==> src/include/dbg_pkg.sv <==
// constants shared by the debug port instruction engine and its fifo
// assumes a byte-wide receive path and transmit path from a separate uart phy
package dbg_pkg;
	// opcode class in bits [7:5]; values are plain defaults
	localparam int OPC_MSB = 7;
	localparam int OPC_LSB = 5;
	localparam logic [2:0] OP_DIRECT_READ = 3'h0;
	localparam logic [2:0] OP_INDIRECT_READ = 3'h1;
	localparam logic [2:0] OP_DIRECT_WRITE = 3'h2;
	localparam logic [2:0] OP_INDIRECT_WRITE = 3'h3;
	localparam logic [2:0] OP_CS_READ = 3'h4;
	localparam logic [2:0] OP_REPEAT = 3'h5;
	localparam logic [2:0] OP_CS_WRITE = 3'h6;
	localparam logic [2:0] OP_KEY = 3'h7;
	// operand fields
	localparam int PTR_MSB = 3;
	localparam int PTR_LSB = 2;
	localparam int SIZE_MSB = 1;
	localparam int SIZE_LSB = 0;
	localparam int CSA_MSB = 3;
	localparam int KEY_SIB_BIT = 2;
	localparam logic [1:0] PTR_AT = 2'h0;
	localparam logic [1:0] PTR_POSTINC = 2'h1;
	localparam logic [1:0] PTR_LOAD = 2'h2;
	localparam logic [1:0] SIZE_BYTE = 2'h0;
	localparam logic [1:0] SIZE_WORD = 2'h1;
	localparam logic [1:0] KEYSZ_8 = 2'h0;
	localparam logic [1:0] KEYSZ_16 = 2'h1;
	// answers and counts
	localparam logic [7:0] ACK_CHAR = 8'h40;
	localparam logic [4:0] KEY_BYTES = 5'h08;
	localparam logic [4:0] SIB_BYTES = 5'h10;
	localparam int CS_WORDS = 16;
	localparam int GUARD_W = 3;
	localparam int FIFO_DEPTH = 16;
	// reset values
	localparam logic [15:0] RESET_PTR = 16'h0000;
	localparam logic [7:0] RESET_RPT = 8'h00;
endpackage

==> src/include/byte_stream_if.sv <==
// valid/ready byte stream between the engine and its receive fifo
// assumes both ends share one clock
interface byte_stream_if #(parameter int W = 8);
	logic valid;
	logic ready;
	logic [W-1:0] data;
	modport src (output valid, output data, input ready);
	modport snk (input valid, input data, output ready);
endinterface

==> src/rtl/debug_port_instruction_engine.sv <==
// instruction engine of the single-wire program and debug port
// assumes a uart phy that measures the baud sync character, delivers
// received bytes, pulses one tick per bit period and sends bytes on request
//
// Operation
// - indirect write operands are one or two bytes
// - pointer mode 2 loads pointer, then acknowledges
// - mode 0 writes at pointer, mode 1 post-increments
// - acknowledge after every successful indirect write
// - one repeated data frame per acknowledge
// - cs read addresses 16 bytes, returns one byte
// - cs read answer waits out guard time
// - cs write takes one byte to 16-byte space
// - cs write sends no response
// - repeat reruns next instruction on operands only
// - repeat instruction itself is never repeated
// - one-byte count, instruction runs count plus one
// - repeat runs to end unless break arrives
// - repeated indirect writes keep acknowledging
// - mode 0 writes the same address every iteration
// - key accepts only eight-byte keys
// - info block select transmits up to sixteen bytes
// - key length sets frame count, keys unanswered
// - info block transmission waits out guard time
// - guard time is idle bits before first start
// - sync character precedes each instruction
module debug_port_instruction_engine
	import dbg_pkg::*;
(
	input wire logic ref_clk, // 125 MHz clock
	input wire logic reset, // async reset, high
	input wire logic rxValid, // received byte valid
	input wire logic [7:0] rxData, // received byte
	output logic rxReady, // receive fifo has room
	input wire logic syncSeen, // pulse: phy measured a valid sync character
	input wire logic breakSeen, // pulse: phy saw a break character
	input wire logic bitTick, // pulse: one bit period at current baud
	input wire logic [GUARD_W-1:0] guardIdleCount, // idle bits before answering
	output logic txValid, // byte to send
	output logic [7:0] txData, // byte to send, registered
	input wire logic txReady, // phy takes the byte
	output logic txTurn, // high while line faces transmit
	output logic busReq, // bus write request, held until done
	output logic [15:0] busAddr, // bus address, registered pointer
	output logic [15:0] busWdata, // bus write data, registered
	output logic busWide, // two-byte bus write
	input wire logic busDone, // pulse: bus write completed
	output logic csWrite, // pulse: control and status write
	output logic [3:0] csAddr, // control and status address, registered
	output logic [7:0] csWdata, // control and status write data, registered
	input wire logic [7:0] csRdata, // control and status read data for csAddr
	output logic keyValid, // pulse: eight key bytes received
	output logic [63:0] keyData, // key bytes, first byte lowest
	input wire logic [127:0] sibData, // system info block, byte 0 lowest
	output logic [15:0] pointer, // address pointer, registered
	output logic repeatActive, // repeat in progress, registered
	output logic badOp // pulse: invalid or unsupported instruction
);
	typedef enum logic [3:0] {
		S_SYNC, S_OPCODE, S_RPT, S_OPERAND, S_BUS, S_CSDATA,
		S_KEY, S_GUARD, S_SEND, S_DROP
	} state_e;

	typedef enum logic [1:0] {TX_ACK, TX_CS, TX_SIB} tx_e;

	byte_stream_if #(.W(8)) inStream ();
	byte_stream_if #(.W(8)) outStream ();

	assign inStream.valid = rxValid;
	assign inStream.data = rxData;
	assign rxReady = inStream.ready;

	// the fifo lets the phy run ahead while the engine waits on the bus
	byte_fifo #(.WIDTH(8), .DEPTH(FIFO_DEPTH)) rxFifo (
		.ref_clk(ref_clk),
		.reset(reset),
		.fill(inStream),
		.drain(outStream)
	);

	function automatic logic [4:0] sizeBytes(input logic [1:0] sz);
		return (sz == SIZE_WORD) ? 5'h02 : 5'h01;
	endfunction

	// opcodes this engine executes with legal field encodings
	function automatic logic opValid(input logic [7:0] op);
		logic [2:0] cls;
		logic [1:0] pm;
		logic [1:0] sz;
		cls = op[OPC_MSB:OPC_LSB];
		pm = op[PTR_MSB:PTR_LSB];
		sz = op[SIZE_MSB:SIZE_LSB];
		unique case (cls)
			OP_INDIRECT_WRITE: return (pm != 2'h3) && (sz <= SIZE_WORD);
			OP_CS_READ, OP_CS_WRITE: return 1'b1;
			OP_REPEAT: return sz == SIZE_BYTE;
			OP_KEY: return (sz == KEYSZ_8) || (sz == KEYSZ_16 && op[KEY_SIB_BIT]);
			default: return 1'b0;
		endcase
	endfunction

	// state that begins the operand phase; repeats re-enter here
	function automatic state_e startOf(input logic [7:0] op);
		unique case (op[OPC_MSB:OPC_LSB])
			OP_INDIRECT_WRITE: return S_OPERAND;
			OP_CS_READ: return S_GUARD;
			OP_CS_WRITE: return S_CSDATA;
			OP_REPEAT: return S_RPT;
			OP_KEY: return op[KEY_SIB_BIT] ? S_GUARD : S_KEY;
			default: return S_DROP;
		endcase
	endfunction

	function automatic logic [4:0] operandCount(input logic [7:0] op);
		unique case (op[OPC_MSB:OPC_LSB])
			OP_INDIRECT_WRITE: return sizeBytes(op[SIZE_MSB:SIZE_LSB]);
			OP_KEY: return (op[SIZE_MSB:SIZE_LSB] == KEYSZ_16) ? SIB_BYTES : KEY_BYTES;
			default: return 5'h01;
		endcase
	endfunction

	function automatic tx_e txKindOf(input logic [7:0] op);
		unique case (op[OPC_MSB:OPC_LSB])
			OP_CS_READ: return TX_CS;
			OP_KEY: return TX_SIB;
			default: return TX_ACK;
		endcase
	endfunction

	state_e state, next_state;
	tx_e txKind, next_txKind;
	logic [7:0] opReg, next_opReg;
	logic [7:0] rptLeft, next_rptLeft;
	logic armRepeat, next_armRepeat;
	logic next_repeatActive;
	logic [4:0] bytesLeft, next_bytesLeft;
	logic [4:0] sibIdx, next_sibIdx;
	logic [63:0] collect, next_collect;
	logic [GUARD_W-1:0] guardCnt, next_guardCnt;
	logic [15:0] next_pointer;
	logic [15:0] next_busWdata;
	logic next_busWide;
	logic [7:0] next_txData;
	logic [3:0] next_csAddr;
	logic [7:0] next_csWdata;
	logic next_csWrite;
	logic next_keyValid;
	logic [63:0] next_keyData;
	logic next_badOp;

	wire haveByte = outStream.valid;
	wire [7:0] inByte = outStream.data;
	wire [2:0] opClass = opReg[OPC_MSB:OPC_LSB];
	wire [1:0] ptrMode = opReg[PTR_MSB:PTR_LSB];
	wire opWide = opReg[SIZE_MSB:SIZE_LSB] == SIZE_WORD;
	wire [15:0] stepSize = opWide ? 16'h0002 : 16'h0001;
	// bytes arrive low first into the top of the shift register
	wire [63:0] shifted = {inByte, collect[63:8]};
	wire [15:0] operandWord = opWide ? shifted[63:48] : {8'h00, shifted[63:56]};
	wire lastOperand = (bytesLeft == 5'h01);
	wire guardDone = (guardCnt == guardIdleCount);
	wire [7:0] sibByte = sibData[{sibIdx[3:0], 3'b000} +: 8];
	wire sibLast = (sibIdx == operandCount(opReg) - 5'h01);
	wire moreRepeats = repeatActive && (rptLeft != 8'h00);

	// the sync state also discards stray bytes so the fifo cannot clog
	assign outStream.ready = (state == S_SYNC) || (state == S_OPCODE) ||
		(state == S_RPT) || (state == S_OPERAND) || (state == S_CSDATA) ||
		(state == S_KEY) || (state == S_DROP);
	assign txValid = (state == S_SEND);
	assign txTurn = (state == S_GUARD) || (state == S_SEND);
	assign busReq = (state == S_BUS);
	assign busAddr = pointer;

	always_comb
	begin
		next_state = state;
		next_txKind = txKind;
		next_opReg = opReg;
		next_rptLeft = rptLeft;
		next_armRepeat = armRepeat;
		next_repeatActive = repeatActive;
		next_bytesLeft = bytesLeft;
		next_sibIdx = sibIdx;
		next_collect = collect;
		next_guardCnt = guardCnt;
		next_pointer = pointer;
		next_busWdata = busWdata;
		next_busWide = busWide;
		next_txData = txData;
		next_csAddr = csAddr;
		next_csWdata = csWdata;
		next_csWrite = 1'b0;
		next_keyValid = 1'b0;
		next_keyData = keyData;
		next_badOp = 1'b0;
		unique case (state)
			S_SYNC:
			begin
				if (syncSeen)
					next_state = S_OPCODE;
			end
			S_OPCODE:
			begin
				if (haveByte)
				begin
					next_opReg = inByte;
					next_bytesLeft = operandCount(inByte);
					next_csAddr = inByte[CSA_MSB:0];
					next_txKind = txKindOf(inByte);
					next_sibIdx = 5'h00;
					next_guardCnt = '0;
					if (!opValid(inByte))
					begin
						next_badOp = 1'b1;
						next_armRepeat = 1'b0;
						next_state = S_DROP;
					end
					else
					begin
						next_state = startOf(inByte);
						// a repeat reloads the count and is not itself repeated
						if (armRepeat && inByte[OPC_MSB:OPC_LSB] != OP_REPEAT)
						begin
							next_repeatActive = 1'b1;
							next_armRepeat = 1'b0;
						end
					end
				end
			end
			S_RPT:
			begin
				if (haveByte)
				begin
					next_rptLeft = inByte;
					next_armRepeat = 1'b1;
					next_state = S_SYNC;
				end
			end
			S_OPERAND:
			begin
				if (haveByte)
				begin
					next_collect = shifted;
					next_bytesLeft = bytesLeft - 5'h01;
					if (lastOperand)
					begin
						next_bytesLeft = operandCount(opReg);
						if (ptrMode == PTR_LOAD)
						begin
							next_pointer = operandWord;
							next_state = S_GUARD;
						end
						else
						begin
							// pointer is whatever the host loaded earlier
							next_busWdata = operandWord;
							next_busWide = opWide;
							next_state = S_BUS;
						end
					end
				end
			end
			S_BUS:
			begin
				if (busDone)
				begin
					if (ptrMode == PTR_POSTINC)
						next_pointer = pointer + stepSize;
					next_state = S_GUARD;
				end
			end
			S_CSDATA:
			begin
				if (haveByte)
				begin
					next_csWdata = inByte;
					next_csWrite = 1'b1;
					if (moreRepeats)
						next_rptLeft = rptLeft - 8'h01;
					else
						next_repeatActive = 1'b0;
					next_state = moreRepeats ? S_CSDATA : S_SYNC;
				end
			end
			S_KEY:
			begin
				if (haveByte)
				begin
					next_collect = shifted;
					next_bytesLeft = bytesLeft - 5'h01;
					if (lastOperand)
					begin
						next_keyData = shifted;
						next_keyValid = 1'b1;
						next_bytesLeft = operandCount(opReg);
						if (moreRepeats)
							next_rptLeft = rptLeft - 8'h01;
						else
							next_repeatActive = 1'b0;
						next_state = moreRepeats ? S_KEY : S_SYNC;
					end
				end
			end
			S_GUARD:
			begin
				// idle bits counted at the current baud before the first start bit
				if (guardDone)
				begin
					next_state = S_SEND;
					unique case (txKind)
						TX_ACK: next_txData = ACK_CHAR;
						TX_CS: next_txData = csRdata;
						TX_SIB: next_txData = sibByte;
					endcase
				end
				else if (bitTick)
					next_guardCnt = guardCnt + GUARD_W'(1);
			end
			S_SEND:
			begin
				if (txReady)
				begin
					next_guardCnt = '0;
					if (txKind == TX_SIB && !sibLast)
					begin
						// back-to-back info bytes need no new guard time
						next_sibIdx = sibIdx + 5'h01;
						next_txData = sibData[{next_sibIdx[3:0], 3'b000} +: 8];
					end
					else
					begin
						next_sibIdx = 5'h00;
						if (moreRepeats)
						begin
							// the next data frame is taken only after this answer
							next_rptLeft = rptLeft - 8'h01;
							next_state = startOf(opReg);
						end
						else
						begin
							next_repeatActive = 1'b0;
							next_state = S_SYNC;
						end
					end
				end
			end
			S_DROP:
			begin
				// bytes after a bad instruction are discarded until resync
				next_repeatActive = 1'b0;
				if (syncSeen)
					next_state = S_OPCODE;
			end
			default:
				next_state = S_SYNC;
		endcase
		// only a break ends a running repeat early
		if (breakSeen)
		begin
			next_state = S_SYNC;
			next_repeatActive = 1'b0;
			next_armRepeat = 1'b0;
			next_rptLeft = RESET_RPT;
		end
	end

	always_ff @(posedge ref_clk or posedge reset)
	begin
		if (reset)
		begin
			state <= S_SYNC;
			txKind <= TX_ACK;
			opReg <= 8'h00;
			rptLeft <= RESET_RPT;
			armRepeat <= 1'b0;
			repeatActive <= 1'b0;
			bytesLeft <= 5'h01;
			sibIdx <= 5'h00;
			collect <= 64'h0;
			guardCnt <= '0;
		end
		else
		begin
			state <= next_state;
			txKind <= next_txKind;
			opReg <= next_opReg;
			rptLeft <= next_rptLeft;
			armRepeat <= next_armRepeat;
			repeatActive <= next_repeatActive;
			bytesLeft <= next_bytesLeft;
			sibIdx <= next_sibIdx;
			collect <= next_collect;
			guardCnt <= next_guardCnt;
		end
	end

	// in mode 0 the pointer stays put across iterations; mode 2 reloads it from each frame
	always_ff @(posedge ref_clk or posedge reset)
	begin
		if (reset)
		begin
			pointer <= RESET_PTR;
			busWdata <= 16'h0000;
			busWide <= 1'b0;
			txData <= 8'h00;
			csAddr <= 4'h0;
			csWdata <= 8'h00;
			csWrite <= 1'b0;
			keyValid <= 1'b0;
			keyData <= 64'h0;
			badOp <= 1'b0;
		end
		else
		begin
			pointer <= next_pointer;
			busWdata <= next_busWdata;
			busWide <= next_busWide;
			txData <= next_txData;
			csAddr <= next_csAddr;
			csWdata <= next_csWdata;
			csWrite <= next_csWrite;
			keyValid <= next_keyValid;
			keyData <= next_keyData;
			badOp <= next_badOp;
		end
	end
endmodule

==> src/rtl/byte_fifo.sv <==
// synchronous fifo with valid/ready on both sides
// assumes one clock; fill and drain may act in the same cycle
module byte_fifo
	import dbg_pkg::*;
#(
	parameter int WIDTH = 8,
	parameter int DEPTH = FIFO_DEPTH
)
(
	input wire logic ref_clk, // clock
	input wire logic reset, // async reset, high
	byte_stream_if.snk fill, // write side
	byte_stream_if.src drain // read side
);
	localparam int AW = $clog2(DEPTH);

	initial
	begin
		if (DEPTH < 2 || (1 << AW) != DEPTH || WIDTH < 1)
			$error("byte_fifo: depth must be a power of two of at least 2");
	end

	logic [WIDTH-1:0] mem [DEPTH];
	logic [AW:0] wrPtr;
	logic [AW:0] rdPtr;
	wire full = (wrPtr[AW] != rdPtr[AW]) && (wrPtr[AW-1:0] == rdPtr[AW-1:0]);
	wire empty = (wrPtr == rdPtr);
	wire doPush = fill.valid && !full;
	wire doPop = drain.ready && !empty;

	assign fill.ready = !full;
	assign drain.valid = !empty;
	assign drain.data = mem[rdPtr[AW-1:0]];

	always_ff @(posedge ref_clk)
	begin
		if (doPush)
			mem[wrPtr[AW-1:0]] <= fill.data;
	end

	always_ff @(posedge ref_clk or posedge reset)
	begin
		if (reset)
		begin
			wrPtr <= '0;
			rdPtr <= '0;
		end
		else
		begin
			if (doPush)
				wrPtr <= wrPtr + (AW+1)'(1);
			if (doPop)
				rdPtr <= rdPtr + (AW+1)'(1);
		end
	end
endmodule

==> config.mk <==
export PLATFORM = sky130hd
export DESIGN_NAME = debug_port_instruction_engine
export DESIGN_NICKNAME = d
export VERILOG_FILES = /design/src/include/dbg_pkg.sv /design/src/include/byte_stream_if.sv /design/src/rtl/debug_port_instruction_engine.sv /design/src/rtl/byte_fifo.sv
export SDC_FILE = /design/constraint.sdc
export NUM_CORES = 1
export LEC_CHECK = 0
export BUFFER_PORTS_ARGS = -buffer_cell sky130_fd_sc_hd__clkbuf_2
export CORE_AREA = 2 2 172 174
export CTS_BUF_LIST = sky130_fd_sc_hd__clkbuf_8
export DETAILED_ROUTE_END_ITERATION = 10
export DIE_AREA = 0 0 174 176
export GPL_ROUTABILITY_DRIVEN = 0
export PLACE_DENSITY = 0.84
export SLEW_MARGIN = 20
export SYNTH_ARGS = -nofsm -noshare
export SYNTH_HDL_FRONTEND = slang
export SYNTH_HIERARCHICAL = 1
export SYNTH_SLANG_ARGS = --single-unit
==> constraint.sdc <==
create_clock -name ref_clk -period 19.74 [get_ports ref_clk]
set_input_delay 3.948 -clock ref_clk [delete_from_list [all_inputs] [get_ports ref_clk]]
set_output_delay 3.948 -clock ref_clk [all_outputs]
set_load 0.05 [all_outputs]
==> out/summary.md, run 1 <==
### Run status
* outcome: finished clean

### Worst setup path
* Register-to-Register Path Depth: 12
* Critical R2R Capture: rptLeft[4]
* worst endpoint required time: 15.79 ns
* chain of cells forming the critical path: nor2b_1 -> nand2_1 -> inv_1 -> clkbuf_2
* crit path max fanout: 22
* worst setup path category: reg -> out
* sum of buffers and inverters on the critical path: 2
* launching element type of the critical path: register
* maximum cell stage delay along the critical path: 0.72 ns
* Register-to-Register Setup Slack: 15.74 ns
* CP max-delay cell: dfrtp_1
* type of element capturing the critical path: output pin
* CP delay by family, top: buffers and inverters
* Worst R2R Start: opReg[1]
* WP data arrival: 3.33 ns

### Power
* maximum resistive drop on vdd: 0.1314 mV
* total power draw: 2.874 mW
* Leak: 8.796 nW
* total power divided by cell area: 142.9 nW/um2

### Synth
* part of the Yosys area used for sequential elements: 52.99%
* instance count of the mapped netlist: 1333
* Mapped Nets: 1506
* share of flip-flops with an asynchronous set or reset: 63.01%
* Yosys warnings: 6
* area of the mapped netlist: 17550 um2
* average cell area after synthesis: 13.17 um2
* flip-flop and latch count after synthesis: 346
* top_reg_cell synth: dfrtp_1
* number of flops mapped to enable cells by yosys: 128
* synth unique cells: 81

### Detailed routing
* antenna-violating nets left: 0
* via count: 12600
* met3 wirelength from detailed routing: 3.841 mm
* routed wire length: 44.33 mm
* detailed-routed wire length on met2: 21.87 mm
* detailed-route vias per instance: 6.246
* detailed-router iteration count before antenna repair: 6
* post-route DRC violation count: 0
* uppermost metal layer occupied by signal nets: met4
* post-route met1 wirelength: 16.93 mm
* Routed wire per std cell: 21.98 um
* first-iteration detailed-routing DRC count: 1239

### Final layout
* area added between synthesis and finish: 14.61%
* share of the core filled with cells in the final layout: 70.47%
* Reg area: 9305 um2
* multi-input combinational cell area: 7590 um2
* commonest non-fill, non-tap cell in the layout: clkbuf_2
* NumNets Final: 1761
* most frequent cells in the layout: clkbuf_2, dfrtp_1, mux2_2, edfxtp_1, nand2_1
* fillcell total: 1939
* share of post-route cells with drive strength above 1: 39.04%
* Non-Filler Instances: 2017

### STA
* minimum clock period: 7.279 ns
* count of pins over their slew limit: 0
* clock skew after layout: 0.03988 ns
* fraction of the cycle the final worst path needs: 36.87%
* Slew Limit Headroom: 32.99%
* worst slew pin tran: 1.005 ns
* worst hold-check slack: 0.4868 ns
* Setup Total Neg Slack: 0 ns
* total count of hold-check failures in the final report: 0
* Setup violations, final: 0
* setup repair after global routing missed its margin: no
* maximum clock rate: 0.1374 GHz

### Min path
* instance count along the most critical hold path: 2
* hold path startpoint: busWdata[1]
* worst min-delay path category: reg -> reg
* worst hold endpoint: busWdata[1]

### Clock tree
* clock transition at the register clock pins on the worst setup and hold paths after CTS: 0.06 ns
* clock latency of the later-clocked register in the worst-skew pair: 0.61 ns
* root buffer selected by CTS: clkbuf_8
* Resized Gates After CTS: 0
* Hold Buf Count CTS: 0
* Inserted Clock Buffers: 55
* number of clock sinks: 346
* maximum clock path buffer count: 3
* total number of H-tree levels: 2
* CTS tree: built
* post-CTS setup repair buffer count: 0

### Global route
* GRT Residual Overflow: 0
* total global-route track usage: 29.06%
* number of antenna violations at the first check in global routing: 5
* first-pass GRT wire length: 69.38 mm
* via count of the first global-routing pass: 12560
* maximum number of pins on one net before global-route repair: 129

### Floorplan
* die outline area: 30620 um2
* Core Region: 28550 um2
* top-level port count: 296
* row cnt: 62
* Die X-Extent: 174 um
* initial core utilization: 61.48%
* chip height: 176 um

### Place
* cell total after placement: 1915
* post-DP HPWL: 31.13 mm
* Port Buffer Count: 295

### Job
* number of maximum-capacitance constraint violations: 0

-- worst max-delay path by stage --
stage	startpoint	end	cells past startpoint	slack, ns
floorplan	reset	armRepeat	1	10.11
global placement	state[2]	busReq	4	13.32
detailed placement	state[2]	busReq	4	13.24
CTS	state[2]	busReq	4	12.57
global route	state[2]	busReq	4	12.24
finish	state[2]	busReq	4	12.46
-- worst register-to-register path, stage by stage, from the launching register on --
cell      delay (ns)
dfrtp_1         0.36
nand2b_1        0.57
inv_2           0.35
o21ai_2         0.35
inv_1           0.08
ha_1            0.23
ha_1            0.31
xnor2_1         0.14
nor3_2          0.28
a31oi_4         0.22
nor3_2          0.63
mux2i_1         0.26
a21oi_1         0.08
-- kinds of logic (layout without fill, tap and decap cells) --
family,count (synthesis),after routing,share of synthesized area [%]
buf+inv,134,430,3.992
mux,275,275,23.77
fa+ha+maj,18,18,1.326
xor+xnor,26,26,1.426
other cells,0,4,0
simple gates,306,306,8.326
compound gates,228,228,8.169
flops,346,346,52.99
-- state kept, by name, indices dropped and copies added, names as in the netlist, 2 cells and up --
signal	cells
csWdata	8
txKind	2
rxFifo/mem	128
collect	56
busAddr	16
opReg	7
rxFifo/wrPtr	5
sibIdx	5
busWdata	16
bytesLeft	5
keyData	64
guardCnt	3
rptLeft	8
state	4
txData	8
rxFifo/rdPtr	5
-- power breakdown --
part / switching, mW / internal, mW
registers: 0.137 / 0.903
clock network: 0.277 / 0.305
logic: 0.852 / 0.401
total: 1.27 / 1.61
-- layer usage --
metal | vias to the layer above | GRT usage (%)
met3 | 120 | 6.051
met5 | - | 0
li1 | 5535 | -
met1 | 6240 | 38.04
met2 | 704 | 47.59
met4 | 0 | 12.89
-- cells in the mapped netlist, types with 6 or more instances --
master	n	area [um2]
nand2b_1	15	93.84
nand3_1	28	140.1
ha_1	17	212.7
o31ai_1	6	45.04
nand2_1	127	476.7
clkbuf_1	40	150.1
a211oi_1	15	112.6
dfrtp_1	217	5430
nor3_1	14	70.07
xnor2_1	18	157.7
mux4_2	79	1779
nor2b_1	9	56.30
a22oi_1	17	127.6
a31oi_1	7	43.79
buf_4	26	195.2
a21oi_1	59	295.3
buf_2	33	165.2
mux4_1	15	394.1
inv_1	24	90.09
o22ai_1	13	81.33
mux2_2	138	1554
o21ai_0	68	340.3
mux2i_1	42	420.4
nor2_1	69	259.0
and3_1	8	50.05
edfxtp_1	128	3844
-- through the flow --
| step | worst slack, ns | area [um2] |
|---|---|---|
| 2_1_floorplan | 10.11 | 17550 |
| 3_3_place_gp | 13.32 | 19020 |
| 3_5_place_dp | 13.24 | 19020 |
| 4_1_cts | 12.57 | 20090 |
| 6_report | 12.46 | 20120 |
| 5_1_grt | 12.24 | 20120 |
-- area by class of cell --
class	instances	share of cell area, %
well taps	384	2.388
flip-flops and latches	346	46.26
repair buffers	306	7.750
inverters	26	0.5225
clock inverters	32	0.7899
diodes	4	0.04976
clock buffers	66	4.515
multi-input cells	853	37.73
(Power assumes the default switching activity.)
==> run 2, diff against run 1 <==
--- a/config.mk
+++ b/config.mk
@@ -6,12 +6,12 @@
 export NUM_CORES = 1
 export LEC_CHECK = 0
 export BUFFER_PORTS_ARGS = -buffer_cell sky130_fd_sc_hd__clkbuf_2
-export CORE_AREA = 2 2 172 174
+export CORE_AREA = 2 2 185 187
 export CTS_BUF_LIST = sky130_fd_sc_hd__clkbuf_8
 export DETAILED_ROUTE_END_ITERATION = 10
-export DIE_AREA = 0 0 174 176
+export DIE_AREA = 0 0 187 189
 export GPL_ROUTABILITY_DRIVEN = 0
-export PLACE_DENSITY = 0.84
+export PLACE_DENSITY = 0.76
 export SLEW_MARGIN = 20
 export SYNTH_ARGS = -nofsm -noshare
 export SYNTH_HDL_FRONTEND = slang
==> constraint.sdc (replaced) <==
create_clock -name ref_clk -period 6.4 [get_ports ref_clk]
set_input_delay 1.28 -clock ref_clk [delete_from_list [all_inputs] [get_ports ref_clk]]
set_output_delay 1.28 -clock ref_clk [all_outputs]
set_load 0.05 [all_outputs]
==> out/summary.md, run 2 (synthesized netlist as in run 1, its figures left out) <==
### Run status
* outcome: finished clean

### Clock tree
* CTS tree: built
* maximum clock path buffer count: 3, unchanged
* Resized Gates After CTS: 0, unchanged
* clock transition at the register clock pins on the worst setup and hold paths after CTS: 0.06 ns, about the same
* Hold Buf Count CTS: 0, unchanged
* Inserted Clock Buffers: 53, -3.6%
* number of clock sinks: 346, unchanged
* clock latency of the later-clocked register in the worst-skew pair: 0.61 ns, about the same
* root buffer selected by CTS: clkbuf_8
* total number of H-tree levels: 2, unchanged
* post-CTS setup repair buffer count: 0, unchanged

### Detailed routing
* routed wire length: 43.33 mm, -2.3%
* detailed-route vias per instance: 5.889, -5.7%
* Routed wire per std cell: 20.83 um, -5.2%
* detailed-router iteration count before antenna repair: 5, -1
* first-iteration detailed-routing DRC count: 802, -35%
* post-route DRC violation count: 0, unchanged
* antenna-violating nets left: 0, unchanged
* via count: 12250, -2.8%

### Final layout
* flip-flop count of the largest register, all copies and words added: 128, unchanged
* fillcell total: 2585, +33%
* Reg area: 9305 um2, unchanged
* multi-input combinational cell area: 7577 um2, -0.16%
* most frequent cells in the layout: clkbuf_2, dfrtp_1, mux2_2, edfxtp_1, nand2_1
* area added between synthesis and finish: 14.98%
* share of post-route cells with drive strength above 1: 38.81%, -0.23 points
* post-route cell area: 20180 um2, +0.32%
* Non-Filler Instances: 2080, +3.1%
* commonest non-fill, non-tap cell in the layout: clkbuf_2
* NumNets Final: 1762, +0.057%

### STA
* count of pins over their slew limit: 0, unchanged
* minimum clock period: 4.514 ns
* maximum clock rate: 0.2215 GHz
* worst slew pin tran: 1.029 ns, +0.02423 ns
* clock skew after layout: 0.04193 ns, +0.002053 ns
* Setup violations, final: 0, unchanged
* fraction of the cycle the final worst path needs: 70.54%
* Slew Limit Headroom: 31.38%, -1.6 points
* Setup Total Neg Slack: 0 ns, unchanged
* total count of hold-check failures in the final report: 0, unchanged
* setup repair after global routing missed its margin: no

### Floorplan
* chip height: 189 um, +7.4%
* top-level port count: 296, unchanged
* initial core utilization: 52.74%, -8.7 points
* Core Region: 33280 um2, +17%
* row cnt: 67, +8.1%
* Die X-Extent: 187 um, +7.5%
* die outline area: 35340 um2, +15%

### Worst setup path
* crit path max fanout: 22, unchanged
* Worst R2R Start: rxFifo/rdPtr[1]
* WP data arrival: 3.23 ns, -0.10 ns
* sum of buffers and inverters on the critical path: 2, unchanged
* Register-to-Register Path Depth: 8, -4
* CP max-delay cell: dfrtp_1
* CP delay by family, top: buffers and inverters
* type of element capturing the critical path: output pin
* launching element type of the critical path: register
* chain of cells forming the critical path: nor2b_1 -> nand2_1 -> inv_1 -> clkbuf_2
* maximum cell stage delay along the critical path: 0.71 ns, about the same
* Register-to-Register Setup Slack: 2.50 ns, -13.24 ns
* worst endpoint required time: 5.12 ns, -10.67 ns
* worst setup path category: reg -> out
* Critical R2R Capture: keyData[28]

### Power
* Leak: 8.800 nW, about the same
* total power divided by cell area: 434.9 nW/um2, +200%
* maximum resistive drop on vdd: 0.4206 mV, +220%

### Global route
* total global-route track usage: 24.25%, -4.8 points
* most used routing layer in global routing: met2
* met3 global-route usage: 4.578%, -1.5 points
* GRT Residual Overflow: 0, unchanged
* number of antenna violations at the first check in global routing: 1, -4
* first-pass GRT wire length: 67.68 mm, -2.5%
* maximum number of pins on one net before global-route repair: 163, +26%
* met1 demand-to-capacity share in global routing: 31.37%, -6.7 points
* GR Layer Usage met2: 41.32%, -6.3 points
* via count of the first global-routing pass: 12200, -2.9%

### Min path
* worst min-delay path category: reg -> reg
* worst hold endpoint: busWdata[8]
* hold path startpoint: busWdata[8]
* instance count along the most critical hold path: 2, unchanged

### Place
* cell total after placement: 1982, +3.5%
* post-DP HPWL: 30.73 mm, -1.3%
* Port Buffer Count: 295, unchanged
* Placed Instance Area: 19130 um2, +0.56%

### Job
* number of maximum-capacitance constraint violations: 0, unchanged

==> run 2: cell types whose count changed in the layout (fill, tap and decap cells not counted), moves of 2 or more <==
cell,change
buf_4,+2
clkbuf_8,-5
clkinv_1,+2
diode_2,-3
inv_1,+2
inv_8,-2
==> run 2: layer usage <==
metal,wire (um),up-vias
li1,-,5528
met1,17250,6102
met2,21650,526
met3,3118,93
met4,1311,0
met5,0,-
==> run 2: worst register-to-register path: stages (launching register included) <==
cell	delay, ns
dfrtp_1	0.32
buf_4	0.51
xnor2_1	0.22
nand4_2	0.34
nand2b_1	0.47
and2_2	0.34
nand2_2	0.69
buf_4	0.53
mux2_2	0.41
==> run 2: where the power goes <==
group          total [mW]  switching, mW  leakage [nW]  internal (mW)
Sequential           3.21          0.429          4.08           2.79
Clock                1.77          0.853         0.615          0.918
Combinational        3.79           2.56          4.11           1.23
Total                8.78           3.84          8.80           4.94
==> run 2: cell type report <==
cell class                 count  share of cell area (%)
sequential                   346                   46.11
multi-input combinational    853                   37.54
timing repair buffer         309                   7.898
clock buffer                  61                   4.160
tap                          448                   2.777
clock inverter                36                  0.9981
inverter                      26                  0.5022
antenna                        1                 0.01240
==> run 2: per-stage QoR <==
stage          utilization [%]  total power, mW  setup slack (ns)  hold slack [ns]
2_1_floorplan                -            6.130             2.421           0.4608
3_3_place_gp             57.48            6.939             2.558           0.4684
3_5_place_dp             57.48            7.025             2.495           0.4697
4_1_cts                  60.60            8.822             1.910           0.4824
5_1_grt                  60.63            9.274             1.677           0.5146
6_report                 60.64            8.778             1.886           0.4780
==> run 2: how the worst max path moves through the flow <==
stage	cells past startpoint	slack [ns]	end	start
finish	4	1.89	busReq	state[2]
global route	4	1.68	busReq	state[2]
CTS	4	1.91	busReq	state[2]
detailed placement	8	2.49	keyData[28]	rxFifo/rdPtr[1]
global placement	8	2.56	keyData[48]	rxFifo/rdPtr[1]
floorplan	1	2.42	armRepeat	reset
==> run 3, diff against run 2 <==
--- a/config.mk
+++ b/config.mk
@@ -6,12 +6,12 @@
 export NUM_CORES = 1
 export LEC_CHECK = 0
 export BUFFER_PORTS_ARGS = -buffer_cell sky130_fd_sc_hd__clkbuf_2
-export CORE_AREA = 2 2 185 187
+export CORE_AREA = 2 2 176 178
 export CTS_BUF_LIST = sky130_fd_sc_hd__clkbuf_8
 export DETAILED_ROUTE_END_ITERATION = 10
-export DIE_AREA = 0 0 187 189
+export DIE_AREA = 0 0 178 180
 export GPL_ROUTABILITY_DRIVEN = 0
-export PLACE_DENSITY = 0.76
+export PLACE_DENSITY = 0.8
 export SLEW_MARGIN = 20
 export SYNTH_ARGS = -nofsm -noshare
 export SYNTH_HDL_FRONTEND = slang
==> constraint.sdc (replaced) <==
create_clock -name ref_clk -period 4.3 [get_ports ref_clk]
set_input_delay 0.86 -clock ref_clk [delete_from_list [all_inputs] [get_ports ref_clk]]
set_output_delay 0.86 -clock ref_clk [all_outputs]
set_load 0.05 [all_outputs]
==> out/summary.md, run 3 (synthesized netlist as in run 1, its figures left out) <==
### Floorplan
* top-level port count: 296, unchanged
* die outline area: 32040 um2, -9.3%
* row cnt: 64, -4.5%
* Core Region: 30190 um2, -9.3%
* initial core utilization: 58.14%, +5.4 points
* Die X-Extent: 178 um, -4.8%
* chip height: 180 um, -4.8%

### Worst setup path
* worst setup path category: reg -> out
* worst setup path startpoint: state[2]
* critical path endpoint: busReq
* launching element type of the critical path: register
* worst endpoint required time: 3.44 ns, -1.68 ns
* maximum cell stage delay along the critical path: 0.74 ns, +0.03 ns
* CP max-delay cell: dfrtp_1
* Worst R2R Start: rxFifo/rdPtr[1]
* crit path max fanout: 22, unchanged
* Critical R2R Capture: repeatActive
* chain of cells forming the critical path: nor2b_1 -> nand2_1 -> buf_4 -> inv_1 -> clkbuf_2
* Register-to-Register Path Depth: 10, +2
* CP delay by family, top: buffers and inverters
* Register-to-Register Setup Slack: 0.92 ns, -1.58 ns
* type of element capturing the critical path: output pin
* Levels on crit path: 5, +1
* sum of buffers and inverters on the critical path: 3, +1
* WP data arrival: 3.01 ns, -0.22 ns

### STA
* maximum clock rate: 0.2584 GHz
* fraction of the cycle the final worst path needs: 89.98%
* clock skew after layout: 0.03377 ns, -0.008158 ns
* Setup violations, final: 0, unchanged
* worst hold-check slack: 0.2740 ns, -0.2039 ns
* minimum clock period: 3.869 ns
* setup repair after global routing missed its margin: no
* worst slew pin tran: 1.027 ns, -0.002315 ns
* Slew Limit Headroom: 31.28%, -0.099 points
* worst path setup slack after routing: 0.4307 ns, -1.455 ns
* count of pins over their slew limit: 0, unchanged
* total count of hold-check failures in the final report: 0, unchanged
* Setup Total Neg Slack: 0 ns, unchanged

### Clock tree
* root buffer selected by CTS: clkbuf_8
* clock latency of the later-clocked register in the worst-skew pair: 0.60 ns, about the same
* Inserted Clock Buffers: 53, unchanged
* clock transition at the register clock pins on the worst setup and hold paths after CTS: 0.07 ns, about the same
* Hold Buf Count CTS: 0, unchanged
* CTS tree: built
* maximum clock path buffer count: 3, unchanged
* total number of H-tree levels: 2, unchanged
* Resized Gates After CTS: 0, unchanged
* post-CTS setup repair buffer count: 0, unchanged
* number of clock sinks: 346, unchanged

### Place
* setup slack at placement: 0.8961 ns, -1.599 ns
* Placed Instance Area: 19250 um2, +0.66%
* post-DP HPWL: 31.94 mm, +3.9%
* Port Buffer Count: 295, unchanged

### Power
* proportion of power drawn by flip-flops and latches: 35.4%, -1.2 points
* maximum resistive drop on vdd: 0.6107 mV, +45%
* Int Power: 7.691 mW, +56%
* switching power total: 5.782 mW, +51%
* Leak: 8.950 nW, +1.7%
* fraction of power consumed by the clock network: 21.4%, +1.2 points
* fraction of power spent switching nets: 42.91%, -0.84 points
* fraction of power consumed by combinational cells: 43.2%, about the same
* total power divided by cell area: 659.7 nW/um2, +52%

### Detailed routing
* via count: 12540, +2.4%
* detailed-router iteration count before antenna repair: 6, +1
* first-iteration detailed-routing DRC count: 971, +21%
* post-route DRC violation count: 0, unchanged
* Routed wire per std cell: 22.01 um, +5.7%
* routed wire length: 45.16 mm, +4.2%
* antenna-violating nets left: 0, unchanged
* detailed-route vias per instance: 6.113, +3.8%

### Final layout
* commonest non-fill, non-tap cell in the layout: clkbuf_2
* Reg area: 9306 um2, about the same
* area added between synthesis and finish: 16.35%
* share of post-route cells with drive strength above 1: 39.90%, +1.1 points
* multi-input combinational cell area: 7567 um2, -0.13%
* flip-flop count of the largest register, all copies and words added: 128, unchanged
* NumNets Final: 1779, +0.96%
* share of the core filled with cells in the final layout: 67.65%, +7.0 points
* fillcell total: 2135, -17%
* post-route cell area: 20420 um2, +1.2%
* most frequent cells in the layout: clkbuf_2, dfrtp_1, mux2_2, edfxtp_1, nand2_1

### Min path
* worst min-delay path category: in -> async

### Job
* number of maximum-capacitance constraint violations: 0, unchanged

### Run status
* outcome: finished clean

### Global route
* GRT Residual Overflow: 0, unchanged
* via count of the first global-routing pass: 12610, +3.3%
* number of antenna violations at the first check in global routing: 10, +9
* total global-route track usage: 28.06%, +3.8 points
* maximum number of pins on one net before global-route repair: 93, -43%
* first-pass GRT wire length: 70.03 mm, +3.5%

[run 3: worst min path at each step]
stage                        to   startpoint
finish                sibIdx[0]        reset
global route          sibIdx[0]        reset
CTS                   sibIdx[1]        reset
detailed placement  busWdata[5]  busWdata[5]
global placement    keyData[62]  keyData[62]
floorplan              opReg[1]     opReg[1]
[run 3: power by group through the flow]
stage               logic, mW  clock network (mW)  registers (mW)
floorplan                3.58                   0            5.54
global placement         5.60                   0            4.78
detailed placement       5.76                   0            4.82
CTS                      5.79                2.93            4.77
global route             6.19                3.07            4.88
finish                   5.82                2.88            4.78
[run 3: routing by layer]
| metal | vias to the layer above | track usage, % | part of all wire (%) |
|---|---|---|---|
| met5 | - | 0 | 0.051 |
| met1 | 6254 | 36.70 | 39 |
| met3 | 112 | 5.541 | 7.8 |
| li1 | 5579 | - | - |
| met4 | 4 | 11.15 | 3.1 |
| met2 | 595 | 46.25 | 50 |
[run 3: layout make-up]
cell class	instances	share of cell area (%)
Sequential cell	346	45.57
Tap cell	396	2.426
Clock buffer	67	4.515
Multi-Input combinational cell	853	37.05
Timing Repair Buffer	326	8.737
Inverter	26	0.4963
Clock inverter	31	1.115
Antenna cell	7	0.08577
[run 3: worst reg2reg max path: stages, from the launching register on]
cell and delay, ns:
dfrtp_1 0.53, buf_4 0.29, mux4_2 0.51, a22oi_1 0.24
nand2_1 0.33, nor2b_1 0.27, a221o_1 0.39, o2111ai_1 0.23
o221a_2 0.22, a21oi_1 0.07, a31o_2 0.22
[run 3: per-stage QoR]
stage	power [mW]	std cells
after floorplan	9.124	1333
after global placement	10.38	1947
after detailed placement	10.58	1947
after CTS	13.48	2045
after global routing	14.14	2052
final	13.47	2052
